[src/logic/rtc_map.vh]
// Register offsets, field positions, reset values and timing for rtc_core
`ifndef RTC_MAP_VH
`define RTC_MAP_VH

// Register offsets
`define ADDR_SCRATCH       8'h03
`define ADDR_SECONDS       8'h04
`define ADDR_MINUTES       8'h05
`define ADDR_HOURS         8'h06
`define ADDR_DAYS          8'h07
`define ADDR_WEEKDAYS      8'h08

// Field positions
`define HALT_BIT           7
`define MERIDIEM_BIT       5
`define SIGN_BIT           6

// Reset values
`define RST_SCRATCH        8'h00
`define RST_SECONDS        7'h00
`define RST_MINUTES        7'h00
`define RST_HOURS          6'h00
`define RST_DAYS           6'h01
`define RST_WEEKDAY        3'h6
`define LAST_WEEKDAY       3'h6

// Timing: base rate of the correction slot, spacing of repeated pulses
`define MCLK_HZ            20000000
`define CORR_PULSE_HZ      1024
`define CORR_SPACING_HZ    512
`define SLOTS_PER_SPACING  (`CORR_PULSE_HZ / `CORR_SPACING_HZ)
`define TICK_CYCLES_DFLT   (`MCLK_HZ / `CORR_PULSE_HZ)
`define PRESCALE_TOP       1024
`define SLOT_64HZ_MASK     4'hF
`define SLOT_LIMIT         4'hA
`define CORR_QUARTER_LAST  2'h3

// BCD limits
`define SEC_MIN_LAST       7'h59
`define HOUR24_LAST        6'h23
`define HOUR12_LAST_AM     5'h11
`define HOUR12_NOON        5'h12
`define HOUR12_FIRST       5'h01

`endif

[src/logic/rtc_core.v]
// Timekeeping core: BCD counters, halt flag, scratch byte, fast correction
`timescale 1ns/10ps
`include "rtc_map.vh"
// Functional notes
// Fast-mode correction pulse on interrupt lasts 1/1024 s, repeats 1/512 s.
// Timer ticks 64 Hz and slower are disturbed; the fast base is not.
// Clock outputs 1024 Hz and up unaffected; the 1 Hz output affected.
// Scratch byte at 03h, read/write, no other function, resets to zero.
// Seconds at 04h: tens 0-5 in bits 6-4, units in 3-0, reset 00.
// Seconds bit 7 is the oscillator halt flag, set on stop, 1 at reset.
// Oscillator counts as stopped from power-on until stable running.
// Flag stays set until host clears it; clear fails while stopped.
// Minutes at 05h BCD tens 0-5, units 0-9, bit 7 reads zero.
// 12-hour hours at 06h: bit 5 meridiem, bit 4 tens, bits 3-0 units.
// 24-hour hours: bits 5-4 tens 0-2, bits 3-0 units, bits 7-6 zero.
// Hour format follows the format-select control bit.
// Days at 07h BCD tens 0-3, units; resets to 1; bits 7-6 zero.
// Year divisible by four lets February reach day 29.
// Weekdays at 08h hold 0-6 in bits 2-0; upper bits read zero.
// Weekday codes 000 to 110, reset 110; meaning chosen by software.
// No counting during host access; one pending tick applied afterwards.
// Fast correction every four minutes, one pulse per second, excess in 59.
// Correction pulses reach interrupt only when correction enable is 1.
// Each tick carries seconds into minutes, hours, days, weekdays in BCD.
// 12-hour count runs 12, 1 to 11; meridiem toggles from 11 to 12.

module rtc_core #(
	parameter TICK_CYCLES = `TICK_CYCLES_DFLT
) (
	// Clock, reset, enable
	input  wire       i_mclk,
	input  wire       i_rst,
	input  wire       i_ce,
	// Register access from the serial interface
	input  wire       i_access_busy,
	input  wire       i_wr_en,
	input  wire       i_rd_en,
	input  wire [7:0] i_addr,
	input  wire [7:0] i_wdata,
	output reg  [7:0] o_rdata,
	// Control bits held in the control and offset registers
	input  wire       i_mode_12h,
	input  wire       i_correction_irq_enable,
	input  wire       i_fast_mode,
	input  wire [6:0] i_offset,
	// Calendar context from the month and year counters
	input  wire       i_leap_year,
	input  wire [4:0] i_month_bcd,
	// Oscillator status pin
	input  wire       i_osc_running,
	// Interrupt pin and derived clocks
	output reg        o_int_n,
	output reg        o_tick_1024hz,
	output reg        o_tick_64hz,
	output reg        o_tick_1hz
);

////////////////////////////////////////////////////////////////////////////

function [7:0] bcd_inc;
	input [7:0] v;
	begin
		if (v[3:0] == 4'h9)
			bcd_inc = {v[7:4] + 4'h1, 4'h0};
		else
			bcd_inc = {v[7:4], v[3:0] + 4'h1};
	end
endfunction

////////////////////////////////////////////////////////////////////////////
// State

reg  [7:0]  scratch_byte;
reg  [6:0]  seconds_bcd;
reg         oscillator_halt_flag;
reg  [6:0]  minutes_bcd;
reg  [5:0]  hours_bcd;
reg  [5:0]  days_bcd;
reg  [2:0]  weekday;
reg         pending;
reg  [1:0]  minute_quarter;
reg  [6:0]  corr_left;
reg         corr_add;
reg  [15:0] div_cnt;
reg  [9:0]  prescale;
reg  [3:0]  slot;
reg         osc_s1;
reg         osc_s2;
reg         osc_s3;
reg         osc_ok;

////////////////////////////////////////////////////////////////////////////
// Oscillator status: three stages, a change counts once stages 2 and 3 agree

always @(posedge i_mclk) begin
	if (i_rst) begin
		osc_s1 <= 1'b0;
		osc_s2 <= 1'b0;
		osc_s3 <= 1'b0;
		osc_ok <= 1'b0;
	end else if (i_ce) begin
		osc_s1 <= i_osc_running;
		osc_s2 <= osc_s1;
		osc_s3 <= osc_s2;
		if (osc_s2 == osc_s3)
			osc_ok <= osc_s3;
	end
end

////////////////////////////////////////////////////////////////////////////
// Base tick at the correction slot rate; runs only with a live oscillator

wire base_tick = osc_ok && (div_cnt == TICK_CYCLES - 1);

always @(posedge i_mclk) begin
	if (i_rst)
		div_cnt <= 16'h0000;
	else if (i_ce) begin
		if (!osc_ok || base_tick)
			div_cnt <= 16'h0000;
		else
			div_cnt <= div_cnt + 16'h0001;
	end
end

////////////////////////////////////////////////////////////////////////////
// Correction slot decision

// In second 59 each even slot below 10 may carry a pulse, otherwise only slot 0
wire in_sec59   = (seconds_bcd == `SEC_MIN_LAST);
wire slot_even  = (slot[0] == 1'b0) && (slot < `SLOT_LIMIT);
wire slot_ok    = (slot == 4'h0) || (in_sec59 && slot_even);
wire corr_pulse = base_tick && i_fast_mode && (corr_left != 7'h00)
		&& slot_ok;

// A positive offset adds a slot, a negative one swallows a slot
wire [1:0]  pre_step = !corr_pulse ? 2'h1 : (corr_add ? 2'h2 : 2'h0);
wire [10:0] pre_sum  = {1'b0, prescale} + {9'h000, pre_step};
wire        sec_event = base_tick && pre_sum[10];

wire [6:0] offset_mag = i_offset[`SIGN_BIT]
		? (7'h00 - i_offset) : i_offset;

always @(posedge i_mclk) begin
	if (i_rst) begin
		prescale      <= 10'h000;
		slot          <= 4'h0;
		o_tick_1024hz <= 1'b0;
		o_tick_64hz   <= 1'b0;
		o_tick_1hz    <= 1'b0;
		o_int_n       <= 1'b1;
	end else if (i_ce) begin
		// Fast base is never adjusted, so it and faster clocks stay clean
		o_tick_1024hz <= base_tick;
		o_tick_64hz   <= base_tick &&
				((pre_sum[3:0] & `SLOT_64HZ_MASK) == 4'h0);
		o_tick_1hz    <= sec_event;
		if (base_tick) begin
			prescale <= pre_sum[9:0];
			if (sec_event)
				slot <= 4'h0;
			else if (slot != 4'hF)
				slot <= slot + 4'h1;
			// Held low for exactly one slot, so 1/1024 s wide
			o_int_n <= !(corr_pulse && i_correction_irq_enable);
		end
	end
end

////////////////////////////////////////////////////////////////////////////
// Counter increment

reg [6:0] next_sec;
reg [6:0] next_min;
reg [5:0] next_hour;
reg [5:0] next_day;
reg [2:0] next_wday;
reg [5:0] day_last;
reg       min_carry;
reg       day_carry;
reg [7:0] tmp;

always @* begin
	tmp       = 8'h00;
	next_sec  = seconds_bcd;
	next_min  = minutes_bcd;
	next_hour = hours_bcd;
	next_day  = days_bcd;
	next_wday = weekday;
	min_carry = 1'b0;
	day_carry = 1'b0;
	case (i_month_bcd)
	5'h02:   day_last = i_leap_year ? 6'h29 : 6'h28;
	5'h04,
	5'h06,
	5'h09,
	5'h11:   day_last = 6'h30;
	default: day_last = 6'h31;
	endcase
	if (seconds_bcd == `SEC_MIN_LAST) begin
		next_sec  = 7'h00;
		min_carry = 1'b1;
	end else begin
		tmp      = bcd_inc({1'b0, seconds_bcd});
		next_sec = tmp[6:0];
	end
	if (min_carry) begin
		if (minutes_bcd == `SEC_MIN_LAST) begin
			next_min = 7'h00;
			if (i_mode_12h) begin
				if (hours_bcd[4:0] == `HOUR12_LAST_AM) begin
					// 11 to 12 flips the half; 11 PM to 12 AM is a new day
					next_hour = {~hours_bcd[`MERIDIEM_BIT],
							`HOUR12_NOON};
					day_carry = hours_bcd[`MERIDIEM_BIT];
				end else if (hours_bcd[4:0] == `HOUR12_NOON) begin
					next_hour = {hours_bcd[`MERIDIEM_BIT],
							`HOUR12_FIRST};
				end else begin
					tmp       = bcd_inc({3'h0, hours_bcd[4:0]});
					next_hour = {hours_bcd[`MERIDIEM_BIT], tmp[4:0]};
				end
			end else if (hours_bcd == `HOUR24_LAST) begin
				next_hour = 6'h00;
				day_carry = 1'b1;
			end else begin
				tmp       = bcd_inc({2'h0, hours_bcd});
				next_hour = tmp[5:0];
			end
		end else begin
			tmp      = bcd_inc({1'b0, minutes_bcd});
			next_min = tmp[6:0];
		end
	end
	if (day_carry) begin
		if (days_bcd >= day_last)
			next_day = 6'h01;
		else begin
			tmp      = bcd_inc({2'h0, days_bcd});
			next_day = tmp[5:0];
		end
		if (weekday == `LAST_WEEKDAY)
			next_wday = 3'h0;
		else
			next_wday = weekday + 3'h1;
	end
end

////////////////////////////////////////////////////////////////////////////
// Registers, host writes and tick servicing

wire time_wr = i_wr_en && (i_addr >= `ADDR_SECONDS)
		&& (i_addr <= `ADDR_WEEKDAYS);
// A host write to the counters blocks that cycle like an access does
wire blocked = i_access_busy || time_wr;
wire advance = !blocked && (sec_event || pending);

always @(posedge i_mclk) begin
	if (i_rst) begin
		scratch_byte         <= `RST_SCRATCH;
		seconds_bcd          <= `RST_SECONDS;
		oscillator_halt_flag <= 1'b1;
		minutes_bcd          <= `RST_MINUTES;
		hours_bcd            <= `RST_HOURS;
		days_bcd             <= `RST_DAYS;
		weekday              <= `RST_WEEKDAY;
		pending              <= 1'b0;
		minute_quarter       <= 2'h0;
		corr_left            <= 7'h00;
		corr_add             <= 1'b0;
	end else if (i_ce) begin
		// Only one tick is remembered while blocked
		if (blocked)
			pending <= pending | sec_event;
		else
			pending <= pending & sec_event;
		if (advance) begin
			seconds_bcd <= next_sec;
			minutes_bcd <= next_min;
			hours_bcd   <= next_hour;
			days_bcd    <= next_day;
			weekday     <= next_wday;
			if (min_carry) begin
				minute_quarter <= minute_quarter + 2'h1;
				if (minute_quarter == `CORR_QUARTER_LAST) begin
					corr_left <= offset_mag;
					corr_add  <= !i_offset[`SIGN_BIT];
				end
			end
		end
		if (corr_pulse && !(advance && min_carry
				&& minute_quarter == `CORR_QUARTER_LAST))
			corr_left <= corr_left - 7'h01;
		if (i_wr_en) begin
			case (i_addr)
			`ADDR_SCRATCH:  scratch_byte <= i_wdata;
			`ADDR_SECONDS:  seconds_bcd  <= i_wdata[6:0];
			`ADDR_MINUTES:  minutes_bcd  <= i_wdata[6:0];
			`ADDR_HOURS:    hours_bcd    <= i_wdata[5:0];
			`ADDR_DAYS:     days_bcd     <= i_wdata[5:0];
			`ADDR_WEEKDAYS: weekday      <= i_wdata[2:0];
			default: ;
			endcase
		end
		// A stopped oscillator wins over a clear in the same cycle
		if (!osc_ok)
			oscillator_halt_flag <= 1'b1;
		else if (i_wr_en && i_addr == `ADDR_SECONDS)
			oscillator_halt_flag <= i_wdata[`HALT_BIT];
	end
end

////////////////////////////////////////////////////////////////////////////
// Read path; unused bits and unmapped addresses read zero

always @(posedge i_mclk) begin
	if (i_rst)
		o_rdata <= 8'h00;
	else if (i_ce && i_rd_en) begin
		case (i_addr)
		`ADDR_SCRATCH:  o_rdata <= scratch_byte;
		`ADDR_SECONDS:  o_rdata <= {oscillator_halt_flag, seconds_bcd};
		`ADDR_MINUTES:  o_rdata <= {1'b0, minutes_bcd};
		`ADDR_HOURS:    o_rdata <= {2'h0, hours_bcd};
		`ADDR_DAYS:     o_rdata <= {2'h0, days_bcd};
		`ADDR_WEEKDAYS: o_rdata <= {5'h00, weekday};
		default:        o_rdata <= 8'h00;
		endcase
	end
end

endmodule

[config.mk]
export PLATFORM = sky130hd
export DESIGN_NAME = rtc_core
export DESIGN_NICKNAME = d
export VERILOG_FILES = /design/src/logic/rtc_core.v
export VERILOG_INCLUDE_DIRS = /design/src /design/src/logic
export SDC_FILE = /design/constraint.sdc
export NUM_CORES = 1
export LEC_CHECK = 0
export BUFFER_PORTS_ARGS = -buffer_cell sky130_fd_sc_hd__buf_4
export CORE_UTILIZATION = 60
export CTS_BUF_LIST = sky130_fd_sc_hd__clkbuf_8
export DETAILED_ROUTE_END_ITERATION = 12
export GPL_TIMING_DRIVEN = 1
export PLACE_DENSITY = 0.8
export SYNTH_ARGS = -nofsm -noshare
export SYNTH_HDL_FRONTEND = slang
export SYNTH_SLANG_ARGS = --single-unit
[constraint.sdc]
create_clock -name i_mclk -period 6.65 [get_ports i_mclk]
set_input_delay 1.33 -clock i_mclk [delete_from_list [all_inputs] [get_ports i_mclk]]
set_output_delay 1.33 -clock i_mclk [all_outputs]
set_load 0.005 [all_outputs]
==> results of run 1 <==
-- cell families after synthesis --
kind of cell / Yosys count / synth area share, %
buf+inv: 64 / 4.36
flops: 95 / 33.2
simple gates: 295 / 25.9
compound gates: 191 / 22.2
mux: 22 / 3.93
fa+ha+maj: 25 / 5.58
xor+xnor: 32 / 4.89
-- power by group through the flow --
stage                     Clock (mW)  Sequential (mW)  Combinational [mW]
final                          0.390            0.579              0.0892
after global routing           0.417            0.579              0.0959
after CTS                      0.390            0.578              0.0876
after detailed placement           0            0.591              0.0875
after global placement             0            0.591              0.0850
after floorplan                    0            0.589              0.0477
-- sequential cells by signal, indices dropped and copies added (netlist names), 7 cells and up --
| signal | flops |
|---|---|
| corr_left | 7 |
| seconds_bcd | 7 |
| prescale | 10 |
| div_cnt | 16 |
| minutes_bcd | 7 |
| o_rdata | 8 |
| scratch_byte | 8 |
-- path summary, 6_finish.rpt --
check                 start  cells past startpoint            end
max reg2reg  seconds_bcd[0]                     12    days_bcd[5]
min           o_tick_1024hz                      2  o_tick_1024hz
min reg2reg   o_tick_1024hz                      2  o_tick_1024hz
max          seconds_bcd[0]                     12    days_bcd[5]
-- cell usage after synthesis, types with 6 or more instances --
library cell	n
sky130_fd_sc_hd__a211oi_1	11
sky130_fd_sc_hd__a21oi_1	45
sky130_fd_sc_hd__a31oi_1	10
sky130_fd_sc_hd__a32o_1	9
sky130_fd_sc_hd__and3_1	13
sky130_fd_sc_hd__clkbuf_1	29
sky130_fd_sc_hd__dfxtp_1	95
sky130_fd_sc_hd__ha_1	24
sky130_fd_sc_hd__inv_1	26
sky130_fd_sc_hd__mux2i_1	18
sky130_fd_sc_hd__nand2_1	77
sky130_fd_sc_hd__nand3_1	29
sky130_fd_sc_hd__nand3b_1	6
sky130_fd_sc_hd__nand4_1	14
sky130_fd_sc_hd__nor2_1	86
sky130_fd_sc_hd__nor3_1	12
sky130_fd_sc_hd__o21a_1	6
sky130_fd_sc_hd__o21ai_0	42
sky130_fd_sc_hd__o22ai_1	8
sky130_fd_sc_hd__o31ai_1	7
sky130_fd_sc_hd__or3_1	6
sky130_fd_sc_hd__xnor2_1	12
sky130_fd_sc_hd__xor2_1	20
-- cells in the final DEF (no fill, tap or decap), types with 6 or more instances in the layout --
cell,instances
sky130_fd_sc_hd__dfxtp_1,95
sky130_fd_sc_hd__inv_1,26
sky130_fd_sc_hd__clkbuf_8,10
sky130_fd_sc_hd__o22ai_1,8
sky130_fd_sc_hd__ha_1,24
sky130_fd_sc_hd__a32o_1,9
sky130_fd_sc_hd__nand2_1,77
sky130_fd_sc_hd__mux2i_1,18
sky130_fd_sc_hd__nor3_1,12
sky130_fd_sc_hd__nand3b_1,6
sky130_fd_sc_hd__o21ai_0,42
sky130_fd_sc_hd__xnor2_1,12
sky130_fd_sc_hd__and3_1,13
sky130_fd_sc_hd__buf_4,52
sky130_fd_sc_hd__a211oi_1,11
sky130_fd_sc_hd__nand3_1,29
sky130_fd_sc_hd__a31oi_1,10
sky130_fd_sc_hd__nand4_1,14
sky130_fd_sc_hd__xor2_1,20
sky130_fd_sc_hd__a21oi_1,45
sky130_fd_sc_hd__o31ai_1,7
sky130_fd_sc_hd__o21a_1,6
sky130_fd_sc_hd__or3_1,6
sky130_fd_sc_hd__nor2_1,86
-- worst min-delay path: stages, from the launching register on --
cell	delay, ns
sky130_fd_sc_hd__dfxtp_1	0.33
sky130_fd_sc_hd__nand2_1	0.06
sky130_fd_sc_hd__a21oi_1	0.05
-- per-layer routing --
metal | wire, um | part of all wire, % | track usage [%] | up-vias
met5 | 0 | 0 | 0 | -
met3 | 1060 | 6.8 | 4.32 | 60
li1 | - | - | - | 2713
met1 | 6630 | 42 | 41.5 | 2687
met2 | 7380 | 47 | 53.4 | 264
met4 | 624 | 4.0 | 15.8 | 0
-- metrics by stage --
| stage | util (%) | hold slack [ns] | cell area [um2] | std cells |
|---|---|---|---|---|
| global placement | 66.4 | 0.446 | 6140 | 867 |
| floorplan | - | 0.436 | 5740 | 724 |
| CTS | 68.6 | 0.473 | 6340 | 883 |
| global route | 68.6 | 0.492 | 6340 | 883 |
| detailed placement | 66.4 | 0.456 | 6140 | 867 |
| finish | 68.6 | 0.470 | 6340 | 883 |
-- area by class of cell --
type / instances / area [um2] / share of cell area [%]
Clock buffer: 10 / 138 / 2.17
Clock inverter: 6 / 63.8 / 1.01
Inverter: 26 / 97.6 / 1.54
Multi-Input combinational cell: 565 / 3580 / 56.6
Sequential cell: 95 / 1900 / 30.0
Tap cell: 129 / 161 / 2.55
Timing Repair Buffer: 52 / 390 / 6.16
==> impl.org, run 1 <==
** Power and ir drop
- Summing internal, switching and leakage power gives ~1.1 mW.
- Net switching is 27.8% of the power.
- Maximum vdd drop :: 0.000108 V
- Psw :: 0.294 mW
- Of the total power, the clock network draws between 30% and 40%.
- Part of the power in registers :: 54.7%
- Leakage power :: 2.32 nW
- Cell internal power was estimated by the tool at 0.763 mW.
- Power share of the combinational group :: 8.4%
- In this run the power density over the cells is approximately 170 nW/um2.

** Timing
- In the post-route analysis, the smallest setup slack over all paths is 2.56 ns.
- Count of endpoints failing setup in the final report :: 0
- Upper clock frequency limit :: 245 MHz
- Dividing the final minimum period by the clock period gives 61.5%.
- Setup TNS :: 0 ns
- Headroom to the max-slew limit came out at between 30 and 40%.
- The final-report max-slew violation count is 0.
- Setup repair after global routing left no endpoint under its margin.
- The smallest clock period supported by the final layout is computed as 4.09 ns.
- Fin Clk Skew :: 0.0150 ns
- Measured slew at the worst slew-check pin :: 1.02 ns
- The hold violation count in the final report came to 0.

** Detailed routing
- In the routed design, unresolved DRC markers number 0.
- The detailed router finished its first iteration with 612 violations.
- Number of search-and-repair iterations in the first detailed-routing pass :: 6
- Wire length per cell after detailed routing :: 17.8 um
- Detailed-route via count :: ~5700
- In this run the remaining antenna-violating nets after routing total 0.
- For this block, the routed nets add up to 15.7 mm of wire.
- Dividing the detail-routed via count by the number of cells gives 6.48.

** Clock network
- Buffers inserted during clock tree synthesis total 9.
- TritonCTS sink count :: 95
- CTS-repair resized insts :: 0
- Hold buffers post-CTS :: 0
- In this run the clock root is driven by a sky130_fd_sc_hd__clkbuf_8.
- After clock tree synthesis, the clock-pin slew on the worst setup and hold paths is 0.11 ns.
- The later pin in the worst-skew pair is clocked with a latency of 0.38 ns.
- The clock passes through at most 2 buffers.
- Buffers added to address setup during post-CTS repair amount to 0.
- Clock tree from TritonCTS :: yes
- CTS built an H-tree with a depth of 3.

** Synth
- Of all cell types, the one taking the most synthesized area is sky130_fd_sc_hd__dfxtp_1.
- For this run, the register share of the synthesized area comes to 33.2%.
- Ys async rst share :: 0%
- Number of enable-type register cells in the synthesized netlist :: 0
- Synthesized instance count :: 724
- After synthesis, the mean cell area works out to 7.92 um2.
- The most used flip-flop cell after synthesis is sky130_fd_sc_hd__dfxtp_1.
- Yosys printed 0 warnings.
- Ranking of synthesized cells by area :: sky130_fd_sc_hd__dfxtp_1, sky130_fd_sc_hd__nor2_1, sky130_fd_sc_hd__ha_1
- Synthesis inferred 95 register bits.
- After synthesis, the largest area contributor takes up between 30% and 40% of total cell area.
- After synthesis the cells add up to 5740 um2.
- Count of different cell masters after synthesis :: 73
- Syn Nets :: around 790

** Placed design
- Final RePlAce weighted congestion :: 0.951
- Number of port buffers :: 50
- Detailed placement finished with a half-perimeter wire length of 11.2 mm.
- Worst setup timing slack at the placement stage :: around 2.3 ns

** GRT
- Overflow left after global routing :: 0
- Vias in the first global route :: 5290
- Entering global routing, the biggest net connects 68 pins.
- The first global-routing pass estimated 25.6 mm of wire.
- Global-route usage over all layers :: 32.3%
- Initial antenna violation count :: 0

** Die
- From left edge to right edge, the die measures around 100 um.
- In this run the vertical extent of the chip is 99.8 um.
- In this run the standard cell core region covers 9240 um2.
- In this run the core area contains 35 standard-cell rows.
- Num ports :: 51
- The initial utilization of the core area, before any placement, comes to 62.1%.
- The die covers around 10000 um2.

** Worst setup path
- Setup slack on the worst reg-to-reg path comes out at about 2.6 ns.
- The worst setup path is launched from a register.
- Endpoint arrival time on the critical path :: 4.36 ns
- Top Family by Delay on Critical Path :: simple AND/OR/NAND/NOR gates
- For the worst setup path, the data required time is 6.92 ns.
- Worst setup path category :: reg2reg
- The critical path contains buffers and inverters numbering 0 combined.
- The signal on the critical path passes through ha_1 -> and3b_1 -> a32oi_1 -> nor4_1 -> and2_1 -> fa_1 -> nand4_1 -> o21ai_2 -> nand4_1 -> o21ai_0 -> o211ai_1 -> a32o_1.
- On the worst path, the slowest cell contributes a delay of 0.50 ns.
- Along the worst path, the maximum fanout reaches 11.
- The worst setup path is captured at a register.
- In this design, the critical path's most frequently occurring cell is sky130_fd_sc_hd__nand4_1.
- The slowest stage of the critical path is the sky130_fd_sc_hd__dfxtp_1 cell.

** Min path
- The worst hold path belongs to the class reg2reg.

** Layout
- In the final layout, the share of cells above drive strength 1 is 11.3%.
- The layout has 788 filler cells.
- At the end of the flow, the number of nets in the layout was 813.
- Area overhead of the layout relative to synthesis :: 10.5%
- 0 antenna diodes ended up in the layout.

** Run
- Across the run, the number of max-cap violations was 0.

** Status
- The flow ran to the end, and the final reports show no timing, DRC or antenna violations.
(Power assumes the default switching activity.)
==> run 2: changes to the inputs <==
--- a/config.mk
+++ b/config.mk
@@ -6,12 +6,13 @@
 export SDC_FILE = /design/constraint.sdc
 export NUM_CORES = 1
 export LEC_CHECK = 0
+export ABC_AREA = 1
 export BUFFER_PORTS_ARGS = -buffer_cell sky130_fd_sc_hd__buf_4
-export CORE_UTILIZATION = 60
+export CORE_UTILIZATION = 57
 export CTS_BUF_LIST = sky130_fd_sc_hd__clkbuf_8
 export DETAILED_ROUTE_END_ITERATION = 12
 export GPL_TIMING_DRIVEN = 1
-export PLACE_DENSITY = 0.8
+export PLACE_DENSITY = 0.79
 export SYNTH_ARGS = -nofsm -noshare
 export SYNTH_HDL_FRONTEND = slang
 export SYNTH_SLANG_ARGS = --single-unit
==> constraint.sdc (replaced) <==
create_clock -name i_mclk -period 3.7 [get_ports i_mclk]
set_input_delay 0.74 -clock i_mclk [delete_from_list [all_inputs] [get_ports i_mclk]]
set_output_delay 0.74 -clock i_mclk [all_outputs]
set_load 0.005 [all_outputs]
==> run 2 against run 1 <==
Compared with the run above: fmax increased by 20%; critical path depth increased by 12; worst hold slack got worse by 0.0087 ns; first-iteration DRC count increased by 9.3%; total power increased by 81%; largest cell class unchanged.
==> impl.org, run 2 <==
** Power and ir drop
- Internal power comes to between 1 and 1.5 mW.
- Clock network fraction of design power :: 34.6%
- Part of the power in registers :: 55.0%
- Net switching fraction of the power :: 29.0%
- For this design the static power due to leakage is between 3 and 4 nW.
- After layout, the design draws a total of 1.91 mW.
- Of the total power, combinational logic draws 10.4%.
- The worst-case IR drop observed on VDD is 0.000217 V.
- Psw :: 0.554 mW
- For this design the ratio of total power to cell area is 266 nW/um2.

** GRT
- Global-route usage over all layers :: 30.4%
- Initial antenna violation count :: 0
- Global routing finished with a remaining overflow of 0.
- Wire length of the first global-routing pass :: 28.4 mm
- Vias in the first global route :: approximately 5900
- Largest net degree at the start of global routing :: 41
- Layer with the highest usage after global routing :: met2
- Global routing usage on met2 :: 47.1%
- GR met1 Demand/Resource :: 42.2%
- Met3 Resource Use GR :: 5.22%

** Worst setup path
- The critical path starts at seconds_bcd[1].
- The worst register-to-register path has a depth of 24.
- The worst register-to-register path begins at seconds_bcd[1].
- STA puts the critical path data arrival time at roughly 3.7 ns.
- Reg-to-reg endpoint :: seconds_bcd[6]
- Launching element type of the critical path :: register
- STA classifies the critical path endpoint as a register.
- Worst setup path category :: reg2reg
- Across all register-to-register paths, the minimum setup slack is 0.31 ns.
- Worst Path Max Fanout :: 25
- For the worst setup path, the data required time is 4.03 ns.

** Clock network
- The clock tree synthesis step divided the H-tree into 3 levels.
- Buffers inserted during clock tree synthesis total 9.
- The clock net in this run drives a total of 95 sinks.
- Setup bufs post-CTS :: 0
- The number of hold buffers added after CTS was 0.
- TritonCTS built the clock tree.
- Clock-pin slew was measured on the worst setup and hold paths at ~0.1 ns.
- In this run, post-CTS repair resized a total of 0 instances.
- Clock tree synthesis selected as its root buffer the cell sky130_fd_sc_hd__clkbuf_8.
- The clock passes through at most 2 buffers.
- Clock insertion delay at the later pin of the skew report :: 0.40 ns

** Synth
- Most common cell in the synthesized netlist :: sky130_fd_sc_hd__nand2_1
- In the synthesized netlist the dominant register cell turns out to be sky130_fd_sc_hd__dfxtp_1.
- Number of enable-type register cells in the synthesized netlist :: 0
- Sequential cell area fraction in the yosys report :: 28.9%
- After synthesis, the cell types taking the most area are sky130_fd_sc_hd__dfxtp_1, sky130_fd_sc_hd__nand2_1, sky130_fd_sc_hd__inv_1.
- Synth top area share :: ~29%
- Ys async rst share :: 0%
- Ranked by instance count, the synthesized netlist is headed by sky130_fd_sc_hd__nand2_1, sky130_fd_sc_hd__inv_1, sky130_fd_sc_hd__nor2_1, sky130_fd_sc_hd__dfxtp_1.
- After synthesis the cells add up to roughly 6600 um2.
- The largest total area in the synthesized netlist belongs to sky130_fd_sc_hd__dfxtp_1.
- Syn Nets :: 1115
- Count of different cell masters after synthesis :: 49
- After synthesis the netlist holds a flip-flop and latch count of 95.
- In the synthesized netlist, the number of instances is 1051.
- Mapped Avg Cell Area :: 6.26 um2
- Number of warnings reported in the yosys synthesis log :: 0

** Layout
- In the layout the commonest cells are sky130_fd_sc_hd__nand2_1, sky130_fd_sc_hd__inv_1, sky130_fd_sc_hd__nor2_1.
- Leaving out fill and tap cells, the most frequent cell in the layout is sky130_fd_sc_hd__nand2_1.
- The sequential cells in the finished layout cover a total of roughly 1900 um2.
- Largest register by flop count :: div_cnt
- Area overhead of the layout relative to synthesis :: 9.39%
- Registers with the highest flip-flop counts :: div_cnt (16), prescale (10)
- The filler cells instantiated in the layout total 1039.
- Largest register FFs :: 16
- NumNets Final :: 1148
- Fraction of final layout cells sized beyond drive strength 1 :: between 10% and 20%
- Core occupancy in the finished layout :: 65.3%
- The number of antenna diodes in the final layout is 0.
- In the final layout, the multi-input gates occupy 3970 um2.

** Status
- The flow ran to the end, and the final reports show no timing, DRC or antenna violations.

** Timing
- Upper clock frequency limit :: ~290 MHz
- Setup repair after global routing missed its margin :: false
- The worst path uses roughly 92% of the clock period.
- At the pin with the least slew margin, the transition time is 0.878 ns.
- Hold Worst Slack :: 0.462 ns
- Setup violations remaining at the end of the flow were counted as 0.
- Final number of hold-violating endpoints :: 0
- The worst pin sits at a relative slew slack of between 40% and 50%.
- Between clock sinks in the finished design, the worst skew comes to ~0.015 ns.
- Setup total negative slack on the finished layout was measured at 0 ns.
- Final critical-path required period :: ~3.4 ns
- Least setup slack across all paths after layout :: just over 0.3 ns
- Final count of pins violating max slew :: 0

** Detailed routing
- The detailed router finished its first iteration with 669 violations.
- After detailed routing, the average wire length per cell comes to roughly 14 um.
- Detailed-route via count :: 6835
- Routed wire length :: 17.4 mm
- Number of search-and-repair iterations in the first detailed-routing pass :: 5
- Number of antenna-violating nets in the routed design :: 0
- In the routed design, unresolved DRC markers number 0.
- In the routed layout, each cell is associated on average with a via count of 5.56.

** Die
- Horizontal die dimension :: 109 um
- Die Footprint :: between 10000 and 15000 um2
- Die height :: ~110 um
- The initialized floorplan defines 38 standard-cell rows.
- Num ports :: 51
- Initial Utilization :: 59.7%
- Core box area :: around 11000 um2

** Placed design
- Number of port buffers :: 50
- Worst setup timing slack at the placement stage :: 0.259 ns
- At the end of routability-driven placement, the weighted congestion stood at ~0.9.
- The wire-length estimate of the detail-placed layout is 12.7 mm.

** Min path
- The path class of the tightest hold or removal check is reg2reg.
- Capture endpoint of the worst hold path :: minute_quarter[1]
- The worst hold path was traced through 2 stages.
- The startpoint identified for the worst hold timing path is minute_quarter[1].

** Run
- Max-cap violations in this run came to 0.
[run 2: worst max-delay path: stages (launching register included)]
cell and delay (ns):
sky130_fd_sc_hd__dfxtp_1 0.36, sky130_fd_sc_hd__inv_1 0.10, sky130_fd_sc_hd__ha_1 0.16, sky130_fd_sc_hd__nand3_2 0.11, sky130_fd_sc_hd__inv_2 0.15, sky130_fd_sc_hd__nand3_4 0.08, sky130_fd_sc_hd__o21ai_0 0.17, sky130_fd_sc_hd__nand2_1 0.07
sky130_fd_sc_hd__nor2_1 0.18, sky130_fd_sc_hd__inv_1 0.08, sky130_fd_sc_hd__ha_1 0.23, sky130_fd_sc_hd__fa_1 0.43, sky130_fd_sc_hd__nand2_2 0.11, sky130_fd_sc_hd__nor2_2 0.04, sky130_fd_sc_hd__nand2_2 0.09, sky130_fd_sc_hd__nor2_4 0.05
sky130_fd_sc_hd__nand3_4 0.12, sky130_fd_sc_hd__nand2_8 0.09, sky130_fd_sc_hd__nand2_8 0.18, sky130_fd_sc_hd__inv_6 0.13, sky130_fd_sc_hd__nand2_1 0.10, sky130_fd_sc_hd__nand2_1 0.06, sky130_fd_sc_hd__inv_1 0.08, sky130_fd_sc_hd__nand3_1 0.07
sky130_fd_sc_hd__a21oi_1 0.11
[run 2: stage by stage]
stage / instance area [um2] / std cells
6_report: 7200 / 1229
5_1_grt: 7200 / 1229
4_1_cts: 7190 / 1229
3_5_place_dp: 7020 / 1213
3_3_place_gp: 7020 / 1213
2_1_floorplan: 6580 / 1051
[run 2: area by class of cell]
cell class / instances / share of cell area, %
flip-flops and latches: 95 / 26.4
clock buffers: 9 / 1.72
inverters: 144 / 7.58
repair buffers: 58 / 6.05
well taps: 140 / 2.43
multi-input cells: 776 / 55.1
clock inverters: 7 / 0.678
[run 2: kinds of logic (layout without fill, tap and decap cells)]
group | after synthesis | count (layout) | synth area share (%)
compound gates | 189 | 189 | 15.6
buf+inv | 180 | 218 | 11.0
fa+ha+maj | 25 | 25 | 4.87
xor+xnor | 23 | 23 | 3.06
flops | 95 | 95 | 28.9
simple gates | 539 | 539 | 36.6
[run 2: layer usage]
layer  wire length [um]  vias up  share of wire (%)
li1                   -     3482                  -
met1               8180     3063                 47
met2               7630      256                 44
met3               1210       34                7.0
met4                383        0                2.2
met5                  0        -                  0
[run 2: worst max path at each step]
| stage | end | slack [ns] | depth (start not counted) |
|---|---|---|---|
| detailed placement | seconds_bcd[2] | 0.26 | 24 |
| finish | seconds_bcd[6] | 0.31 | 24 |
| global placement | seconds_bcd[6] | 0.38 | 23 |
| global route | minute_quarter[0] | 0.03 | 22 |
| CTS | seconds_bcd[6] | 0.23 | 24 |
| floorplan | weekday[1] | 0.62 | 24 |
[run 2: power groups by stage]
stage               clock network, mW  logic [mW]  registers [mW]
global placement                    0       0.192            1.07
detailed placement                  0       0.195            1.07
global route                    0.707       0.220            1.05
CTS                             0.669       0.196            1.05
finish                          0.662       0.198            1.05
floorplan                           0       0.118            1.07
